==> src/logic/cbu_pkg.sv <==
// shared constants and types of the conditional branch unit
package cbu_pkg;

    // register bus geometry
    localparam int          CBU_ADDR_W         = 3;
    localparam int          CBU_DATA_W         = 16;

    // register offsets
    localparam logic [2:0]  CBU_OFF_CTRL       = 3'h0;
    localparam logic [2:0]  CBU_OFF_FLAGS      = 3'h1;
    localparam logic [2:0]  CBU_OFF_PC         = 3'h2;
    localparam logic [2:0]  CBU_OFF_STAT       = 3'h3;
    localparam logic [2:0]  CBU_OFF_TAKEN_CNT  = 3'h4;
    localparam logic [2:0]  CBU_OFF_SKIP_CNT   = 3'h5;

    // control fields
    localparam int          CBU_CTRL_EN_BIT    = 0;
    localparam int          CBU_CTRL_CLR_BIT   = 1;
    localparam logic        CBU_CTRL_EN_RST    = 1'b0;

    // status fields
    localparam int          CBU_STAT_BUSY_BIT  = 0;
    localparam int          CBU_STAT_TAKEN_BIT = 1;
    localparam int          CBU_STAT_UNSUP_BIT = 2;

    // reset values
    localparam logic [7:0]  CBU_FLAGS_RST      = 8'h00;
    localparam logic [15:0] CBU_PC_RST         = 16'h0000;

    // instruction word fields
    localparam int          CBU_OP_HI          = 15;
    localparam int          CBU_OP_LO          = 11;
    localparam logic [4:0]  CBU_OP_BRANCH      = 5'h1E;
    localparam int          CBU_POL_BIT        = 10;
    localparam int          CBU_OFS_HI         = 9;
    localparam int          CBU_OFS_LO         = 3;
    localparam int          CBU_OFS_W          = 7;
    localparam int          CBU_SEL_HI         = 2;
    localparam int          CBU_SEL_LO         = 0;

    // flag select codes
    localparam logic [2:0]  CBU_SEL_C          = 3'h0;
    localparam logic [2:0]  CBU_SEL_N          = 3'h2;
    localparam logic [2:0]  CBU_SEL_S          = 3'h4;
    localparam logic [2:0]  CBU_SEL_H          = 3'h5;
    localparam logic [2:0]  CBU_SEL_T          = 3'h6;

    // cycles per branch
    localparam int          CBU_CYC_SKIP       = 1;
    localparam int          CBU_CYC_TAKEN      = 2;

    typedef struct packed {
        logic i;
        logic t;
        logic h;
        logic s;
        logic v;
        logic n;
        logic z;
        logic c;
    } cbu_flags_t;

    typedef struct packed {
        logic                   hit;
        logic                   taken;
        logic [CBU_OFS_W-1:0]   offset;
    } cbu_branch_t;

    typedef enum logic [1:0] {
        CBU_ST_IDLE  = 2'b01,
        CBU_ST_FLUSH = 2'b10
    } cbu_state_t;

endpackage : cbu_pkg

==> src/logic/cbu_cond_eval.sv <==
// condition decode and flag test for one branch word
`timescale 1ns/1ns
module cbu_cond_eval
    import cbu_pkg::*;
(
    input  wire logic [15:0] instr,
    input  wire cbu_flags_t  flags,
    output cbu_branch_t      branch
);

    logic       is_br;
    logic       pol_clr;
    logic [2:0] sel;
    logic       sign_lt;

    assign is_br   = (instr[CBU_OP_HI:CBU_OP_LO] == CBU_OP_BRANCH);
    assign pol_clr = instr[CBU_POL_BIT];
    assign sel     = instr[CBU_SEL_HI:CBU_SEL_LO];
    // signed test taken from n and v directly, not from a cached sign flag
    assign sign_lt = flags.n ^ flags.v;

    always_comb begin
        branch        = '0;
        branch.offset = instr[CBU_OFS_HI:CBU_OFS_LO];
        if (is_br) begin
            unique case ({pol_clr, sel})
                {1'b1, CBU_SEL_C}: begin
                    branch.hit   = 1'b1;
                    branch.taken = ~flags.c;
                end
                {1'b0, CBU_SEL_C}: begin
                    branch.hit   = 1'b1;
                    branch.taken = flags.c;
                end
                {1'b0, CBU_SEL_N}: begin
                    branch.hit   = 1'b1;
                    branch.taken = flags.n;
                end
                {1'b1, CBU_SEL_N}: begin
                    branch.hit   = 1'b1;
                    branch.taken = ~flags.n;
                end
                {1'b1, CBU_SEL_S}: begin
                    branch.hit   = 1'b1;
                    branch.taken = ~sign_lt;
                end
                {1'b0, CBU_SEL_S}: begin
                    branch.hit   = 1'b1;
                    branch.taken = sign_lt;
                end
                {1'b0, CBU_SEL_H}: begin
                    branch.hit   = 1'b1;
                    branch.taken = flags.h;
                end
                {1'b1, CBU_SEL_H}: begin
                    branch.hit   = 1'b1;
                    branch.taken = ~flags.h;
                end
                {1'b0, CBU_SEL_T}: begin
                    branch.hit   = 1'b1;
                    branch.taken = flags.t;
                end
                // other flag tests belong to other units
                default: begin
                    branch.hit   = 1'b0;
                    branch.taken = 1'b0;
                end
            endcase
        end
    end

endmodule : cbu_cond_eval

==> src/logic/cbu_target_add.sv <==
// relative and sequential next-address adders
`timescale 1ns/1ns
module cbu_target_add
    import cbu_pkg::*;
#(
    parameter int PC_W = 16
) (
    input  wire logic [PC_W-1:0]      pc,
    input  wire logic [CBU_OFS_W-1:0] offset,
    output logic      [PC_W-1:0]      target,
    output logic      [PC_W-1:0]      seq
);

    logic [PC_W-1:0] ofs_ext;

    // two's complement offset reaches both backward and forward
    assign ofs_ext = {{(PC_W-CBU_OFS_W){offset[CBU_OFS_W-1]}}, offset};
    assign target  = pc + ofs_ext + PC_W'(1);
    assign seq     = pc + PC_W'(1);

endmodule : cbu_target_add

==> src/logic/cbu_branch_unit.sv <==
// conditional branch unit: flag tests, pc update and register port
//
// Overview of operation
// - taken branch loads pc plus offset plus one
// - carry clear or set selects higher/lower branches
// - negative set or clear selects minus/plus
// - signed ge taken when n xor v is zero
// - signed lt taken when n xor v is one
// - half-carry-set branch needs half carry one
// - half-carry-clear branch needs half carry zero
// - transfer-bit branch needs transfer bit one
//
// The implementer's own choices: the strobed register port and the address map.
`timescale 1ns/1ns
module cbu_branch_unit
    import cbu_pkg::*;
#(
    parameter int PC_W  = 16,
    parameter int CNT_W = 16
) (
    input  wire logic                  CORE_CLK,
    input  wire logic                  RESET_N,
    input  wire logic                  INSTR_VALID,
    input  wire logic [15:0]           INSTR_WORD,
    input  wire logic [CBU_ADDR_W-1:0] REG_ADDR,
    input  wire logic [CBU_DATA_W-1:0] REG_WDATA,
    input  wire logic                  REG_WR,
    input  wire logic                  REG_RD,
    output logic      [CBU_DATA_W-1:0] REG_RDATA,
    output logic      [PC_W-1:0]       PC_OUT,
    output logic      [7:0]            FLAGS_OUT,
    output logic                       FLUSH,
    output logic                       BRANCH_DONE,
    output logic                       BRANCH_TAKEN,
    output logic                       UNSUPPORTED
);

    cbu_state_t          state_q;
    cbu_state_t          state_d;
    logic                enable_q;
    cbu_flags_t          flags_q;
    logic [PC_W-1:0]     pc_q;
    logic [PC_W-1:0]     pc_d;
    logic                flush_q;
    logic                done_q;
    logic                taken_pulse_q;
    logic                unsup_q;
    logic                last_taken_q;
    logic                unsup_sticky_q;
    logic [CNT_W-1:0]    taken_cnt_q;
    logic [CNT_W-1:0]    skip_cnt_q;
    logic [CNT_W-1:0]    taken_cnt_d;
    logic [CNT_W-1:0]    skip_cnt_d;
    logic [CBU_DATA_W-1:0] rdata_q;
    logic [CBU_DATA_W-1:0] rd_mux;
    logic [CBU_DATA_W-1:0] stat_word;

    cbu_branch_t         branch;
    logic [PC_W-1:0]     target;
    logic [PC_W-1:0]     seq;
    logic                accept;
    logic                go_taken;
    logic                go_skip;
    logic                go_unsup;
    logic                finish_taken;
    logic                wr_ctrl;
    logic                wr_flags;
    logic                wr_pc;
    logic                cnt_clr;

    cbu_cond_eval u_cond (
        .instr  (INSTR_WORD),
        .flags  (flags_q),
        .branch (branch)
    );

    cbu_target_add #(
        .PC_W (PC_W)
    ) u_add (
        .pc     (pc_q),
        .offset (branch.offset),
        .target (target),
        .seq    (seq)
    );

    // a word offered during the flush cycle is the stale fetch and is dropped
    assign accept       = INSTR_VALID && enable_q && (state_q == CBU_ST_IDLE);
    assign finish_taken = (state_q == CBU_ST_FLUSH);

    assign wr_ctrl  = REG_WR && (REG_ADDR == CBU_OFF_CTRL);
    assign wr_flags = REG_WR && (REG_ADDR == CBU_OFF_FLAGS);
    assign wr_pc    = REG_WR && (REG_ADDR == CBU_OFF_PC);
    assign cnt_clr  = wr_ctrl && REG_WDATA[CBU_CTRL_CLR_BIT];

    // exactly one outcome per accepted word
    always_comb begin
        go_taken = 1'b0;
        go_skip  = 1'b0;
        go_unsup = 1'b0;
        if (accept) begin
            if (!branch.hit) begin
                go_unsup = 1'b1;
            end else if (branch.taken) begin
                go_taken = 1'b1;
            end else begin
                go_skip = 1'b1;
            end
        end
    end

    // sequencer: flush state only exists for taken branches
    always_comb begin
        state_d = state_q;
        unique case (state_q)
            CBU_ST_IDLE: begin
                if (go_taken) begin
                    state_d = CBU_ST_FLUSH;
                end
            end
            CBU_ST_FLUSH: begin
                state_d = CBU_ST_IDLE;
            end
            default: begin
                state_d = CBU_ST_IDLE;
            end
        endcase
    end

    always_ff @(posedge CORE_CLK or negedge RESET_N) begin
        if (!RESET_N) begin
            state_q <= CBU_ST_IDLE;
        end else begin
            state_q <= state_d;
        end
    end

    // next pc; software load wins over a branch in the same cycle
    always_comb begin
        pc_d = pc_q;
        if (wr_pc) begin
            pc_d = REG_WDATA[PC_W-1:0];
        end else if (go_taken) begin
            pc_d = target;
        end else if (go_skip) begin
            pc_d = seq;
        end
    end

    always_ff @(posedge CORE_CLK or negedge RESET_N) begin
        if (!RESET_N) begin
            pc_q <= CBU_PC_RST[PC_W-1:0];
        end else begin
            pc_q <= pc_d;
        end
    end

    // flags change only by software; branch logic only reads them
    always_ff @(posedge CORE_CLK or negedge RESET_N) begin
        if (!RESET_N) begin
            flags_q <= cbu_flags_t'(CBU_FLAGS_RST);
        end else if (wr_flags) begin
            flags_q <= cbu_flags_t'(REG_WDATA[7:0]);
        end
    end

    always_ff @(posedge CORE_CLK or negedge RESET_N) begin
        if (!RESET_N) begin
            enable_q <= CBU_CTRL_EN_RST;
        end else if (wr_ctrl) begin
            enable_q <= REG_WDATA[CBU_CTRL_EN_BIT];
        end
    end

    // completion pulses: one cycle after skip, two after taken
    always_ff @(posedge CORE_CLK or negedge RESET_N) begin
        if (!RESET_N) begin
            flush_q <= 1'b0;
        end else begin
            flush_q <= go_taken;
        end
    end

    always_ff @(posedge CORE_CLK or negedge RESET_N) begin
        if (!RESET_N) begin
            done_q <= 1'b0;
        end else begin
            done_q <= go_skip || finish_taken;
        end
    end

    // taken pulse rides with done in the second cycle
    always_ff @(posedge CORE_CLK or negedge RESET_N) begin
        if (!RESET_N) begin
            taken_pulse_q <= 1'b0;
        end else begin
            taken_pulse_q <= finish_taken;
        end
    end

    always_ff @(posedge CORE_CLK or negedge RESET_N) begin
        if (!RESET_N) begin
            unsup_q <= 1'b0;
        end else begin
            unsup_q <= go_unsup;
        end
    end

    // outcome of the last word of this group
    always_ff @(posedge CORE_CLK or negedge RESET_N) begin
        if (!RESET_N) begin
            last_taken_q <= 1'b0;
        end else if (go_taken || go_skip) begin
            last_taken_q <= go_taken;
        end
    end

    // sticky unsupported; event beats clear in same cycle
    always_ff @(posedge CORE_CLK or negedge RESET_N) begin
        if (!RESET_N) begin
            unsup_sticky_q <= 1'b0;
        end else if (go_unsup) begin
            unsup_sticky_q <= 1'b1;
        end else if (cnt_clr) begin
            unsup_sticky_q <= 1'b0;
        end
    end

    // outcome counters; a counted event in the clear cycle leaves one
    always_comb begin
        taken_cnt_d = taken_cnt_q + CNT_W'(go_taken);
        skip_cnt_d  = skip_cnt_q + CNT_W'(go_skip);
        if (cnt_clr) begin
            taken_cnt_d = CNT_W'(go_taken);
            skip_cnt_d  = CNT_W'(go_skip);
        end
    end

    always_ff @(posedge CORE_CLK or negedge RESET_N) begin
        if (!RESET_N) begin
            taken_cnt_q <= '0;
        end else begin
            taken_cnt_q <= taken_cnt_d;
        end
    end

    always_ff @(posedge CORE_CLK or negedge RESET_N) begin
        if (!RESET_N) begin
            skip_cnt_q <= '0;
        end else begin
            skip_cnt_q <= skip_cnt_d;
        end
    end

    // status word built from named bit positions
    always_comb begin
        stat_word                     = '0;
        stat_word[CBU_STAT_BUSY_BIT]  = flush_q;
        stat_word[CBU_STAT_TAKEN_BIT] = last_taken_q;
        stat_word[CBU_STAT_UNSUP_BIT] = unsup_sticky_q;
    end

    // read mux; counters wrap silently, software reads differences
    always_comb begin
        rd_mux = '0;
        unique case (REG_ADDR)
            CBU_OFF_CTRL: begin
                rd_mux = CBU_DATA_W'(enable_q);
            end
            CBU_OFF_FLAGS: begin
                rd_mux = CBU_DATA_W'(flags_q);
            end
            CBU_OFF_PC: begin
                rd_mux = CBU_DATA_W'(pc_q);
            end
            CBU_OFF_STAT: begin
                rd_mux = stat_word;
            end
            CBU_OFF_TAKEN_CNT: begin
                rd_mux = CBU_DATA_W'(taken_cnt_q);
            end
            CBU_OFF_SKIP_CNT: begin
                rd_mux = CBU_DATA_W'(skip_cnt_q);
            end
            // unmapped offsets read as zero
            default: begin
                rd_mux = '0;
            end
        endcase
    end

    // read data stand only in the cycle after the strobe
    always_ff @(posedge CORE_CLK or negedge RESET_N) begin
        if (!RESET_N) begin
            rdata_q <= '0;
        end else if (REG_RD) begin
            rdata_q <= rd_mux;
        end else begin
            rdata_q <= '0;
        end
    end

    assign REG_RDATA    = rdata_q;
    assign PC_OUT       = pc_q;
    assign FLAGS_OUT    = flags_q;
    assign FLUSH        = flush_q;
    assign BRANCH_DONE  = done_q;
    assign BRANCH_TAKEN = taken_pulse_q;
    assign UNSUPPORTED  = unsup_q;

endmodule : cbu_branch_unit

==> config.mk <==
export PLATFORM = sky130hd
export DESIGN_NAME = cbu_branch_unit
export DESIGN_NICKNAME = d
export VERILOG_FILES = /design/src/logic/cbu_pkg.sv /design/src/logic/cbu_cond_eval.sv /design/src/logic/cbu_target_add.sv /design/src/logic/cbu_branch_unit.sv
export SDC_FILE = /design/constraint.sdc
export NUM_CORES = 1
export LEC_CHECK = 0
export ABC_AREA = 1
export BUFFER_PORTS_ARGS = -buffer_cell sky130_fd_sc_hd__buf_2
export CORE_UTILIZATION = 58
export DETAILED_ROUTE_END_ITERATION = 6
export PLACE_DENSITY = 0.93
export SETUP_SLACK_MARGIN = 0.2
export SYNTH_ARGS = -nofsm -noshare
export SYNTH_HDL_FRONTEND = slang
export SYNTH_SLANG_ARGS = --single-unit
==> constraint.sdc <==
create_clock -name CORE_CLK -period 3.4 [get_ports CORE_CLK]
set_clock_uncertainty 0.1 [all_clocks]
set_input_delay 0.17 -clock CORE_CLK [delete_from_list [all_inputs] [get_ports CORE_CLK]]
set_output_delay 0.17 -clock CORE_CLK [all_outputs]
set_load 0.03 [all_outputs]
==> results.txt, run 1 <==
----------------------------------------------------
[Pwr]
  Pwr dens ... 484 nW/µm²
  Leak Pwr ... 3.42 nW
  Peak VDD IR ... 386 µV

[Synth]
  Number of synthesized flops with an enable pin ... 0
  Flip-flop cell with the highest count after synthesis ... sky130_fd_sc_hd__dfrtp_1
  Average size of a mapped cell ... about 7.2 µm²
  Synth Cell Area ... 5530 µm²
  Ys Warns ... 0
  Library cells used by synthesis ... 50
  Seq/Total Area, Yosys ... 36.7%
  Async S/R FF share, synth ... 100%
  Ranking of synthesized cells by instance count ... sky130_fd_sc_hd__nand2_1 (210), sky130_fd_sc_hd__inv_1 (106), sky130_fd_sc_hd__nor2_1 (81)
  Nets in the synthesized netlist ... 832
  Synth area leader ... sky130_fd_sc_hd__dfrtp_1
  Cell count after synthesis ... a little under 800
  Area share of the largest cell type after synthesis ... 36.2%
  Leading post-synthesis cells by cell area ... sky130_fd_sc_hd__dfrtp_1 (36%), sky130_fd_sc_hd__nand2_1 (14%), sky130_fd_sc_hd__inv_1 (7.2%)
  Flop and latch count out of synthesis ... 81
  Leading cell type by number of instances after synthesis ... sky130_fd_sc_hd__nand2_1

[Placement]
  Global placer's final weighted congestion ... 0.952
  Worst setup slack before clock tree synthesis ... 654 ps
  Post-DP Area ... 6030 µm²
  HPWL reported at the end of detailed placement ... 10700 µm
  Port Buffer Count ... 83
  Number of instances in the placed design ... 972

[Timing]
  Worst rel slew slack ... 31.9%
  Setup tns final ... 0 ps
  Final Hold Fails ... 0
  Setup repair after global routing missed its margin ... false
  Clock period minus worst slack ... between 2000 and 3000 ps
  FMAX ... around 350 MHz
  Final setup slack of the worst path ... 580 ps
  Crit share post-route ... 82.9%
  Slew Limit Fails ... 0
  Actual transition at the worst max-transition pin ... a little over 1000 ps
  # setup viols final ... 0

[Route]
  Vias ... between 5000 and 6000
  First drt pass iteration count ... 6
  Wirelength, routed ... between 10000 and 15000 µm
  Number of nets with antenna violations after detailed routing ... 0
  Routed length per instance ... 14.3 µm
  Post-detailed-route via-to-cell ratio ... about 5.5
  Violation count after the first detailed-route iteration ... 446
  DRC violation count after routing ... 0

[Clock tree]
  Clock Latency Late Sink ... 360 ps
  Post-CTS sizing ... 0
  TritonCTS Buffers ... 9
  Clock-pin slew of the registers on the worst-case setup and hold paths ... ~90 ps
  CTS Buffer Depth ... 2
  Root cell of the clock tree ... sky130_fd_sc_hd__clkbuf_8
  Clock tree from TritonCTS ... done
  CTS H-Tree Depth ... 3
  Sink Count ... between 80 and 90

[Critical path]
  Startpoint type of the worst setup path ... flip-flop
  Beginning of the worst register-to-register path ... FLAGS_OUT[2]
  Class of the most critical setup path ... reg2reg
  Worst EP arrival ... 2950 ps
  Critical path endpoint category ... flip-flop
  Crit. Startpoint ... FLAGS_OUT[2]
  Max FO, Critical Path ... 5
  Critical path required time ... 3530 ps

[Floorplan]
  Number of top-level design ports ... 84
  Number of core rows ... 35
  Die X ... 99.6 µm
  Total die area ... 9930 µm²
  Height of the die ... 99.6 µm
  Effective utilization at floorplan ... 59.9%
  Area of the core ... 9240 µm²

[GRT]
  First-pass GRT wire length ... 23300 µm
  Maximum number of pins on one net before global-route repair ... 82
  Number of antenna violations at the first check in global routing ... 0
  Via count of the first global-routing pass ... about 5000
  Overall fraction of global-route tracks in use ... 30.1%
  Aggregate global routing overflow ... 0

[Cells and area]
  Share of layout cells above drive strength 1 ... around 18%
  Antenna diode count ... 0
  Number of fill cells ... 756
  Area Growth Syn to Fin ... 14.3%
  Final design area excluding fillers ... 6320 µm²
  Finished Core Util ... 68.4%
  Post-route non-filler standard cell count ... roughly 990
  Layout net count ... a little over 900

[Min path]
  Worst min-delay path class ... in2reg
  Startpoint of the worst hold path ... REG_WDATA[6]

[Outcome]
  Result of the run ... finished clean

[Run]
  Max-cap viol count ... 0

----------------------------------------------------
==> timing repair <==
item                                   4_1_cts  5_1_grt
buffers inserted                             0        0
hold buffers                                 6        0
endpoints found under the hold margin       87        0
==> power breakdown <==
part / leakage, nW / total, mW / switching (mW) / internal, mW
clock: 0.113 / 0.796 / 0.360 / 0.436
sequential: 1.07 / 1.20 / 0.142 / 1.06
combinational: 2.23 / 1.06 / 0.706 / 0.352
total: 3.42 / 3.06 / 1.21 / 1.85
==> cell usage in the layout (no fill, tap or decap), drive strengths merged <==
cell and n:
nand3 49, a22oi 1, nor2 92, dfstp 1, clkinv 5, a41oi 1, nor3b 1, bufinv 2
xnor2 3, buf 85, clkinvlp 1, o22ai 16, ha 20, nand4 14, a31oi 3, a21oi 39
o21a 2, dfrtp 80, nor3 25, inv 117, a211oi 1, clkbuf 10, mux2 1, and2 3
nor4 1, dlygate4sd3 6, a31o 1, o21ai 27, fa 1, xor2 17, a221oi 8, nand2 222
nand3b 2, or2 3, o211ai 3, o21bai 2
==> kinds of logic (layout without fill, tap and decap cells) <==
group | after synthesis | count (layout) | synth area share, %
adder cells (fa/ha/maj) | 21 | 21 | 4.89
AND/OR/NAND/NOR | 412 | 412 | 33.9
flip-flops | 81 | 81 | 36.7
AO/OA/AOI/OAI | 104 | 104 | 11.4
XOR/XNOR | 20 | 20 | 3.17
multiplexers | 1 | 1 | 0.204
buffers and inverters | 132 | 226 | 9.73
==> cell type report <==
class / instances / area, µm² / share of cell area (%)
multi-input cells: 558 / 2960 / 46.9
clock inverters: 6 / 90.1 / 1.43
well taps: 129 / 161 / 2.55
inverters: 119 / 447 / 7.07
repair buffers: 91 / 493 / 7.80
clock buffers: 10 / 138 / 2.18
flip-flops and latches: 81 / 2030 / 32.1
==> path summary, 6_finish.rpt <==
| check | to | slack, ps | depth (start not counted) |
|---|---|---|---|
| max | skip_cnt_q[15] | 580 | 15 |
| min | FLAGS_OUT[6] | 5 | 3 |
| max reg2reg | skip_cnt_q[15] | 580 | 15 |
| min reg2reg | skip_cnt_q[12] | 420 | 1 |
| max in group asynchronous | taken_cnt_q[9] | 2120 | 2 |
| min in group asynchronous | FLAGS_OUT[4] | 420 | 2 |
==> state kept, by name (all words and copies together) (netlist names) <==
name	flops
FLUSH	1
taken_cnt_q	16
skip_cnt_q	16
BRANCH_DONE	1
BRANCH_TAKEN	1
state_q	2
FLAGS_OUT	8
enable_q	1
last_taken_q	1
REG_RDATA	16
UNSUPPORTED	1
unsup_sticky_q	1
PC_OUT	16
==> per-layer routing <==
layer  wire length (µm)  share of wire [%]  vias up  track usage (%)
li1                   -                  -     2663                -
met1               6230                 44     2509             40.6
met2               6470                 45      271             48.8
met3               1070                7.5       43             4.85
met4                475                3.3        0             11.9
met5                  0                  0        -                0
==> stage by stage <==
| step | power [mW] | hold slack [ps] |
|---|---|---|
| after floorplan | 1.95 | -226 |
| after global placement | 2.23 | 289 |
| after detailed placement | 2.25 | 292 |
| after CTS | 3.05 | 1.52 |
| after global routing | 3.24 | 22.4 |
| final | 3.06 | 5.48 |
==> worst max-delay path, stage by stage, from the launching register on <==
cell	delay (ps)
sky130_fd_sc_hd__dfrtp_1	410
sky130_fd_sc_hd__inv_2	70
sky130_fd_sc_hd__nand2_1	60
sky130_fd_sc_hd__nand2_1	70
sky130_fd_sc_hd__nand2_1	80
sky130_fd_sc_hd__nand3_2	80
sky130_fd_sc_hd__nor2_4	170
sky130_fd_sc_hd__nand2_4	120
sky130_fd_sc_hd__nor2_1	250
sky130_fd_sc_hd__ha_1	230
sky130_fd_sc_hd__nand3_1	200
sky130_fd_sc_hd__nor4_2	350
sky130_fd_sc_hd__nand2_1	160
sky130_fd_sc_hd__nor3_2	160
sky130_fd_sc_hd__nand2_1	60
sky130_fd_sc_hd__nor3b_1	130
Note: power is estimated with default switching activity, not from simulation.
==> inputs of run 2 (changes only) <==
Settings changed: CORE_UTILIZATION 58 to 52, PLACE_DENSITY 0.93 to 0.89.
Clock period 3.4 ns to 2.5 ns, I/O delays scaled along.
==> run 2 against run 1 <==
Utilization fell by 0.67 points. Register-to-register slack got worse by 570 ps. Via count rose by 7.0%. Clock power rose by 32%. Non-clock buffer count rose by 47. Largest cell class unchanged. Routed wire length rose by 17%. Critical path depth fell by 1. Flip-flop and latch count did not move. Final area rose by 11%. Clock-buffer cell count rose by 1. Global-route usage rose by 0.070 points. Largest power group is now combinational cells. Combinational power rose by 54%.
==> results.txt, run 2 (synthesized netlist as in run 1, its figures left out) <==
----------------------------------------------------
[Outcome]
  Result of the run ... finished clean

[Critical path]
  Critical path required time ... 2690 ps (-840 ps)
  Worst setup slack for register-to-register paths ... 10 ps (-570 ps)
  Largest stage delay, worst path ... 440 ps (+30 ps)
  Setup crit end ... skip_cnt_q[15]
  Worst flop-to-flop path endpoint ... skip_cnt_q[15]
  Crit. Startpoint ... FLAGS_OUT[2]
  Critical-path top delay cell ... sky130_fd_sc_hd__dfrtp_2
  Path depth of the worst reg2reg path ... 14 (-1)
  Critical path endpoint category ... flip-flop
  Worst EP arrival ... 2670 ps (-280 ps)
  Class of the most critical setup path ... reg2reg
  Beginning of the worst register-to-register path ... FLAGS_OUT[2]
  Critical path, cell by cell ... inv_2 -> nand2_2 -> nand2_4 -> o21ai_4 -> nor2_4 -> nand2_4 -> nor2_4 -> ha_4 -> nand3_4 -> nor4_4 -> nand2_1 -> nor3_2 -> nor2_1 -> nor3b_2
  Startpoint type of the worst setup path ... flip-flop
  Max FO, Critical Path ... 4 (-1)

[GRT]
  Number of antenna violations at the first check in global routing ... 0 (unchanged)
  Aggregate global routing overflow ... 0 (unchanged)
  Overall fraction of global-route tracks in use ... 30.2% (+0.070 points)
  Via count of the first global-routing pass ... 5607 (+14%)
  Maximum number of pins on one net before global-route repair ... 50 (-39%)
  First-pass GRT wire length ... 26200 µm (+12%)

[Placement]
  Worst setup slack before clock tree synthesis ... 22.5 ps (-632 ps)
  HPWL reported at the end of detailed placement ... 11300 µm (+5.2%)
  Port Buffer Count ... 83 (unchanged)
  Global placer's final weighted congestion ... 0.962 (+1.1%)

[Floorplan]
  Height of the die ... 105 µm (+5.5%)
  Total die area ... 11100 µm² (+11%)
  Area of the core ... 10300 µm² (+12%)
  Number of core rows ... 37 (+5.7%)
  Number of top-level design ports ... 84 (unchanged)
  Effective utilization at floorplan ... 53.6% (-6.3 points)
  Die X ... 105 µm (+5.5%)

[Clock tree]
  TritonCTS Buffers ... 9 (unchanged)
  Clock tree from TritonCTS ... done
  CTS Buffer Depth ... 2 (unchanged)
  Clock Latency Late Sink ... 360 ps (about the same)
  Root cell of the clock tree ... sky130_fd_sc_hd__clkbuf_8
  Sink Count ... 81 (unchanged)
  CTS H-Tree Depth ... 3 (unchanged)
  Clock-pin slew of the registers on the worst-case setup and hold paths ... 80 ps (about the same)

[Timing]
  Final Hold Fails ... 0 (unchanged)
  Final setup slack of the worst path ... 14.1 ps (-566 ps)
  Setup tns final ... 0 ps (unchanged)
  Slew Limit Fails ... 0 (unchanged)
  FMAX ... 402 MHz (+13%)
  # setup viols final ... 0 (unchanged)
  Hold WS ... 29.1 ps (+23.6 ps)
  Actual transition at the worst max-transition pin ... 632 ps (-390 ps)
  Setup repair after global routing missed its margin ... true
  Crit share post-route ... 99.4% (+16 points)
  Worst rel slew slack ... 57.9% (+26 points)
  Clock period minus worst slack ... 2490 ps (-334 ps)

[Pwr]
  Pwr dens ... 613 nW/µm² (+27%)
  Power after layout ... 4.29 mW (+40%)
  Leak Pwr ... 3.73 nW (+9.3%)
  Sequential Power Share ... 37.5% (-1.9 points)
  Clk pwr share ... 24.5% (-1.5 points)
  Fraction of power spent switching nets ... 40.0% (+0.54 points)
  Peak VDD IR ... 486 µV (+26%)
  Internal power of the cells ... 2.57 mW (+39%)
  Combinational share of power ... 38.0% (+3.4 points)
  Switching Power ... 1.72 mW (+42%)

[Route]
  Routed length per instance ... 15.8 µm (+11%)
  Violation count after the first detailed-route iteration ... 567 (+27%)
  First drt pass iteration count ... 5 (-1)
  Post-detailed-route via-to-cell ratio ... 5.60 (+1.5%)
  Vias ... 5872 (+7.0%)
  Number of nets with antenna violations after detailed routing ... 0 (unchanged)
  DRC violation count after routing ... 0 (unchanged)
  Wirelength, routed ... 16600 µm (+17%)

[Run]
  Max-cap viol count ... 0 (unchanged)

[Cells and area]
  Number of fill cells ... 796 (+5.3%)
  Area Growth Syn to Fin ... 26.4%
  Commonest cells after routing, fill and taps aside ... sky130_fd_sc_hd__nand2_1 (200), sky130_fd_sc_hd__inv_1 (103), sky130_fd_sc_hd__buf_2 (82), sky130_fd_sc_hd__dfrtp_1 (77), sky130_fd_sc_hd__nor2_1 (75)
  Layout net count ... 968 (+5.1%)
  Seq. cell area ... 2030 µm² (+0.18%)
  Share of layout cells above drive strength 1 ... 25.9% (+8.1 points)
  Antenna diode count ... 0 (unchanged)
  Commonest non-fill, non-tap cell in the layout ... sky130_fd_sc_hd__nand2_1
  Area taken by multi-input logic gates ... 3240 µm² (+9.5%)

[Min path]
  Worst min-delay path class ... in2reg

----------------------------------------------------
-- run 2: changes by cell type in the layout (fill, tap and decap cells not counted), moves of 4 or more --
cell	before	now
sky130_fd_sc_hd__nand2_2	9	16
sky130_fd_sc_hd__nand3_1	46	41
sky130_fd_sc_hd__nor2_4	5	14
sky130_fd_sc_hd__o21ai_0	19	14
sky130_fd_sc_hd__nor3_1	20	15
sky130_fd_sc_hd__dlygate4sd3_1	6	14
sky130_fd_sc_hd__a21oi_2	0	4
sky130_fd_sc_hd__a21oi_1	38	34
sky130_fd_sc_hd__buf_4	3	39
sky130_fd_sc_hd__ha_1	20	16
sky130_fd_sc_hd__nor2_1	81	75
sky130_fd_sc_hd__nand2_1	210	200
-- run 2: final cells by class --
cell class,count,share of cell area [%]
Tap cell,136,2.43
Multi-Input combinational cell,558,46.4
Timing Repair Buffer,138,12.7
Inverter,119,6.41
Sequential cell,81,29.1
Clock inverter,5,1.16
Clock buffer,11,1.88
-- run 2: how the worst min path moves through the flow --
stage / slack (ps) / to / start / cells past startpoint
global placement: 90 / REG_RDATA[1] / RESET_N / 1
finish: 30 / PC_OUT[11] / REG_WDATA[11] / 5
detailed placement: 90 / BRANCH_TAKEN / RESET_N / 1
floorplan: -270 / BRANCH_DONE / RESET_N / 0
global route: 50 / PC_OUT[11] / REG_WDATA[11] / 5
CTS: 20 / PC_OUT[9] / REG_WDATA[9] / 5
-- run 2: critical path, delay by kind of cell, from the launching register on --
family	cells	cell delay [ps]
AND/OR/NAND/NOR	11	1540
flip-flops	1	440
adder cells (fa/ha/maj)	1	170
buffers and inverters	1	90
AO/OA/AOI/OAI	1	70
-- run 2: power by group through the flow --
stage	Sequential, mW	Clock, mW	Combinational (mW)
final	1.61	1.05	1.63
after global routing	1.62	1.11	1.79
after global placement	1.61	0	1.49
after floorplan	1.80	0	0.863
after CTS	1.59	1.05	1.55
after detailed placement	1.62	0	1.51
-- run 2: stage by stage --
step | instance area [µm²] | cells | util (%)
after floorplan | 5600 | 771 | -
after global placement | 6220 | 992 | 60.2
after detailed placement | 6220 | 992 | 60.2
after CTS | 6800 | 1041 | 65.8
after global routing | 6990 | 1048 | 67.7
final | 6990 | 1048 | 67.7
-- run 2: repair_timing --
item / CTS / global route
resized for setup: 17 / 41
setup buffers: 19 / 7
pin swaps: 6 / 23
endpoints found under the setup margin: 10 / 28
hold buffers: 14 / 0
endpoints found under the hold margin: 64 / 0
gates cloned: 0 / 0
-- run 2: metal layers --
layer  vias to the layer above  GRT usage (%)  routed length, µm
li1                       2764              -                  -
met1                      2727           38.1               6810
met2                       313           49.0               7860
met3                        68           5.49               1190
met4                         0           16.6                755
met5                         -              0                  0
==> inputs of run 3 (changes only) <==
Settings changed: CORE_UTILIZATION 52 to 45, CTS_BUF_LIST set to sky130_fd_sc_hd__clkbuf_16, PLACE_DENSITY 0.89 to 0.8.
==> run 3 against run 2 <==
The flow now finishes with violations (design-rule violations, negative setup slack). Utilization is 8.4 points lower. Sequential power hardly changed. Clock-buffer cell count is 2 lower. Critical endpoint is now taken_cnt_q[5]. Largest power group is now sequential cells.
==> results.txt, run 3 (synthesized netlist as in run 1, its figures left out) <==
----------------------------------------------------
[Cells and area]
  Layout net count ... 967 (-0.10%)
  Share of layout cells above drive strength 1 ... 27.3% (+1.5 points)
  Commonest non-fill, non-tap cell in the layout ... sky130_fd_sc_hd__nand2_1
  Antenna diode count ... 0 (unchanged)
  Finished Core Util ... 59.4% (-8.4 points)
  Commonest cells after routing, fill and taps aside ... sky130_fd_sc_hd__nand2_1 (201), sky130_fd_sc_hd__inv_1 (102), sky130_fd_sc_hd__buf_2 (82), sky130_fd_sc_hd__dfrtp_1 (78), sky130_fd_sc_hd__nor2_1 (73)
  Number of fill cells ... 1080 (+36%)
  Area taken by multi-input logic gates ... 3270 µm² (+0.69%)
  Seq. cell area ... 2030 µm² (about the same)
  Area Growth Syn to Fin ... 29.0%

[GRT]
  First-pass GRT wire length ... 25900 µm (-1.1%)
  Grt met3 use ... 4.82% (-0.67 points)
  Aggregate global routing overflow ... 0 (unchanged)
  Global routing usage on met2 ... 42.8% (-6.1 points)
  Number of antenna violations at the first check in global routing ... 0 (unchanged)
  Maximum number of pins on one net before global-route repair ... 45 (-10%)
  Gr busiest metal ... met2
  Met1 capacity usage during global routing ... 33.9% (-4.2 points)
  Overall fraction of global-route tracks in use ... 25.7% (-4.5 points)
  Via count of the first global-routing pass ... 5256 (-6.3%)

[Critical path]
  Critical path, cell by cell ... inv_2 -> nand2_2 -> nand2_2 -> o21ai_2 -> nor2_4 -> buf_6 -> a21oi_4 -> ha_4 -> nand3_4 -> nor2_4 -> buf_4 -> buf_4 -> buf_4 -> buf_4 -> buf_4 -> buf_6 -> a21oi_4 -> nor3_2
  Largest stage delay, worst path ... 430 ps (about the same)
  Max FO, Critical Path ... 4 (unchanged)
  Beginning of the worst register-to-register path ... FLAGS_OUT[2]
  Worst EP arrival ... 2670 ps (about the same)
  Critical path buffers and inverters ... 8 (+7)
  Worst flop-to-flop path endpoint ... taken_cnt_q[5]
  Startpoint type of the worst setup path ... flip-flop
  Critical path required time ... 2620 ps (-70 ps)
  Worst setup slack for register-to-register paths ... -40 ps (-60 ps)
  Kind of cell adding the most delay to the critical path ... buffers and inverters
  Path depth of the worst reg2reg path ... 18 (+4)
  Critical path endpoint category ... flip-flop
  Class of the most critical setup path ... reg2reg
  Critical-path top delay cell ... sky130_fd_sc_hd__dfrtp_2
  Worst path most repeated cell ... sky130_fd_sc_hd__buf_4

[Timing]
  Actual transition at the worst max-transition pin ... 605 ps (-26.3 ps)
  Clock period minus worst slack ... 2540 ps (+56.3 ps)
  # setup viols final ... 1 (+1)
  Setup repair after global routing missed its margin ... true
  Slew Limit Fails ... 0 (unchanged)
  FMAX ... 393 MHz (-2.2%)
  Crit share post-route ... 102% (+2.3 points)
  Setup tns final ... -42.2 ps (-42.2 ps)
  Final setup slack of the worst path ... -42.2 ps (-56.3 ps)
  Worst rel slew slack ... 59.7% (+1.8 points)
  Hold WS ... 21.6 ps (-7.52 ps)
  Final Hold Fails ... 0 (unchanged)

[Route]
  DRC violation count after routing ... 2 (+2)
  Number of nets with antenna violations after detailed routing ... 0 (unchanged)
  Violation count after the first detailed-route iteration ... 527 (-7.1%)
  Post-detailed-route via-to-cell ratio ... 5.50 (-1.9%)
  First drt pass iteration count ... 7 (+2)
  Vias ... 5814 (-0.99%)
  Routed length per instance ... 16.0 µm (+0.68%)
  Wirelength, routed ... 16900 µm (+1.6%)

[Clock tree]
  Clock tree from TritonCTS ... done
  TritonCTS Buffers ... 9 (unchanged)
  Clock Latency Late Sink ... 340 ps (-20 ps)
  Sink Count ... 81 (unchanged)
  CTS H-Tree Depth ... 3 (unchanged)
  CTS Buffer Depth ... 2 (unchanged)
  Root cell of the clock tree ... sky130_fd_sc_hd__clkbuf_16
  Clock-pin slew of the registers on the worst-case setup and hold paths ... 70 ps (about the same)

[Outcome]
  Result of the run ... finished, violations left
  Violations in the final reports ... design-rule violations, negative setup slack

[Floorplan]
  Effective utilization at floorplan ... 46.0% (-7.5 points)
  Die X ... 113 µm (+7.4%)
  Number of top-level design ports ... 84 (unchanged)
  Total die area ... 12700 µm² (+15%)
  Area of the core ... 12000 µm² (+16%)
  Number of core rows ... 40 (+8.1%)
  Height of the die ... 113 µm (+7.4%)

[Pwr]
  Pwr dens ... 667 nW/µm² (+8.8%)
  Peak VDD IR ... 433 µV (-11%)
  Switching Power ... 1.78 mW (+3.6%)
  Leak Pwr ... 3.82 nW (+2.3%)
  Internal power of the cells ... 2.98 mW (+16%)
  Sequential Power Share ... 33.9% (-3.6 points)
  Fraction of power spent switching nets ... 37.4% (-2.7 points)
  Combinational share of power ... 33.8% (-4.2 points)
  Clk pwr share ... 32.3% (+7.8 points)

[Min path]
  Hold Crit Depth ... 5 (unchanged)
  Startpoint of the worst hold path ... REG_WDATA[14]
  Worst min-delay path class ... in2reg
  Hold endpoint ... PC_OUT[14]

[Run]
  Max-cap viol count ... 0 (unchanged)

[Placement]
  Worst setup slack before clock tree synthesis ... -16.3 ps (-38.8 ps)
  Global placer's final weighted congestion ... 0.916 (-4.8%)
  Port Buffer Count ... 83 (unchanged)
  HPWL reported at the end of detailed placement ... 11600 µm (+2.5%)

----------------------------------------------------
==> run 3: repair_timing <==
item | in CTS | in global routing
buffers inserted | 18 | 13
hold endpoints to repair | 51 | 0
endpoints found under the setup margin | 13 | 23
pin swaps | 12 | 17
resized for setup | 24 | 41
hold buffers | 7 | 0
==> run 3: cell type report <==
class	instances	share of cell area, %
multi-input combinational	558	45.8
sequential	81	28.5
timing repair buffer	137	12.1
inverter	119	6.28
clock buffer	9	3.16
tap	147	2.58
clock inverter	7	1.65
==> run 3: stage by stage <==
stage / cells / power (mW) / cell area [µm²]
global route: 1058 / 5.01 / 7130
CTS: 1045 / 4.70 / 6880
floorplan: 771 / 2.66 / 5600
finish: 1058 / 4.76 / 7130
global placement: 1004 / 3.11 / 6230
detailed placement: 1004 / 3.14 / 6230
==> run 3: how the worst max path moves through the flow <==
stage	start	cells past startpoint	slack, ps	end
floorplan	state_q[0]	15	70	taken_cnt_q[13]
global placement	FLAGS_OUT[2]	16	100	skip_cnt_q[14]
detailed placement	FLAGS_OUT[2]	16	-20	skip_cnt_q[14]
CTS	FLAGS_OUT[3]	18	40	taken_cnt_q[13]
global route	FLAGS_OUT[2]	19	-120	taken_cnt_q[13]
finish	FLAGS_OUT[2]	18	-40	taken_cnt_q[5]
==> run 3: power by group through the flow <==
stage | clock network (mW) | logic (mW) | registers [mW]
after floorplan | 0 | 0.863 | 1.80
after global routing | 1.60 | 1.78 | 1.63
after detailed placement | 0 | 1.51 | 1.62
final | 1.54 | 1.61 | 1.62
after global placement | 0 | 1.49 | 1.62
after CTS | 1.54 | 1.56 | 1.60
==> run 3: worst register-to-register path: stages, from the launching register on <==
cell and delay [ps]:
sky130_fd_sc_hd__dfrtp_2 430, sky130_fd_sc_hd__inv_2 80, sky130_fd_sc_hd__nand2_2 60, sky130_fd_sc_hd__nand2_2 80, sky130_fd_sc_hd__o21ai_2 70, sky130_fd_sc_hd__nor2_4 130, sky130_fd_sc_hd__buf_6 120, sky130_fd_sc_hd__a21oi_4 70
sky130_fd_sc_hd__ha_4 180, sky130_fd_sc_hd__nand3_4 100, sky130_fd_sc_hd__nor2_4 50, sky130_fd_sc_hd__buf_4 130, sky130_fd_sc_hd__buf_4 120, sky130_fd_sc_hd__buf_4 130, sky130_fd_sc_hd__buf_4 130, sky130_fd_sc_hd__buf_4 130
sky130_fd_sc_hd__buf_6 110, sky130_fd_sc_hd__a21oi_4 140, sky130_fd_sc_hd__nor3_2 60
==> run 3: layer usage <==
layer	vias up	wire [µm]	share of wire, %
li1	2753	-	-
met1	2732	7140	42
met2	277	8020	48
met4	0	658	3.9
met5	-	0	0
met3	52	1060	6.3
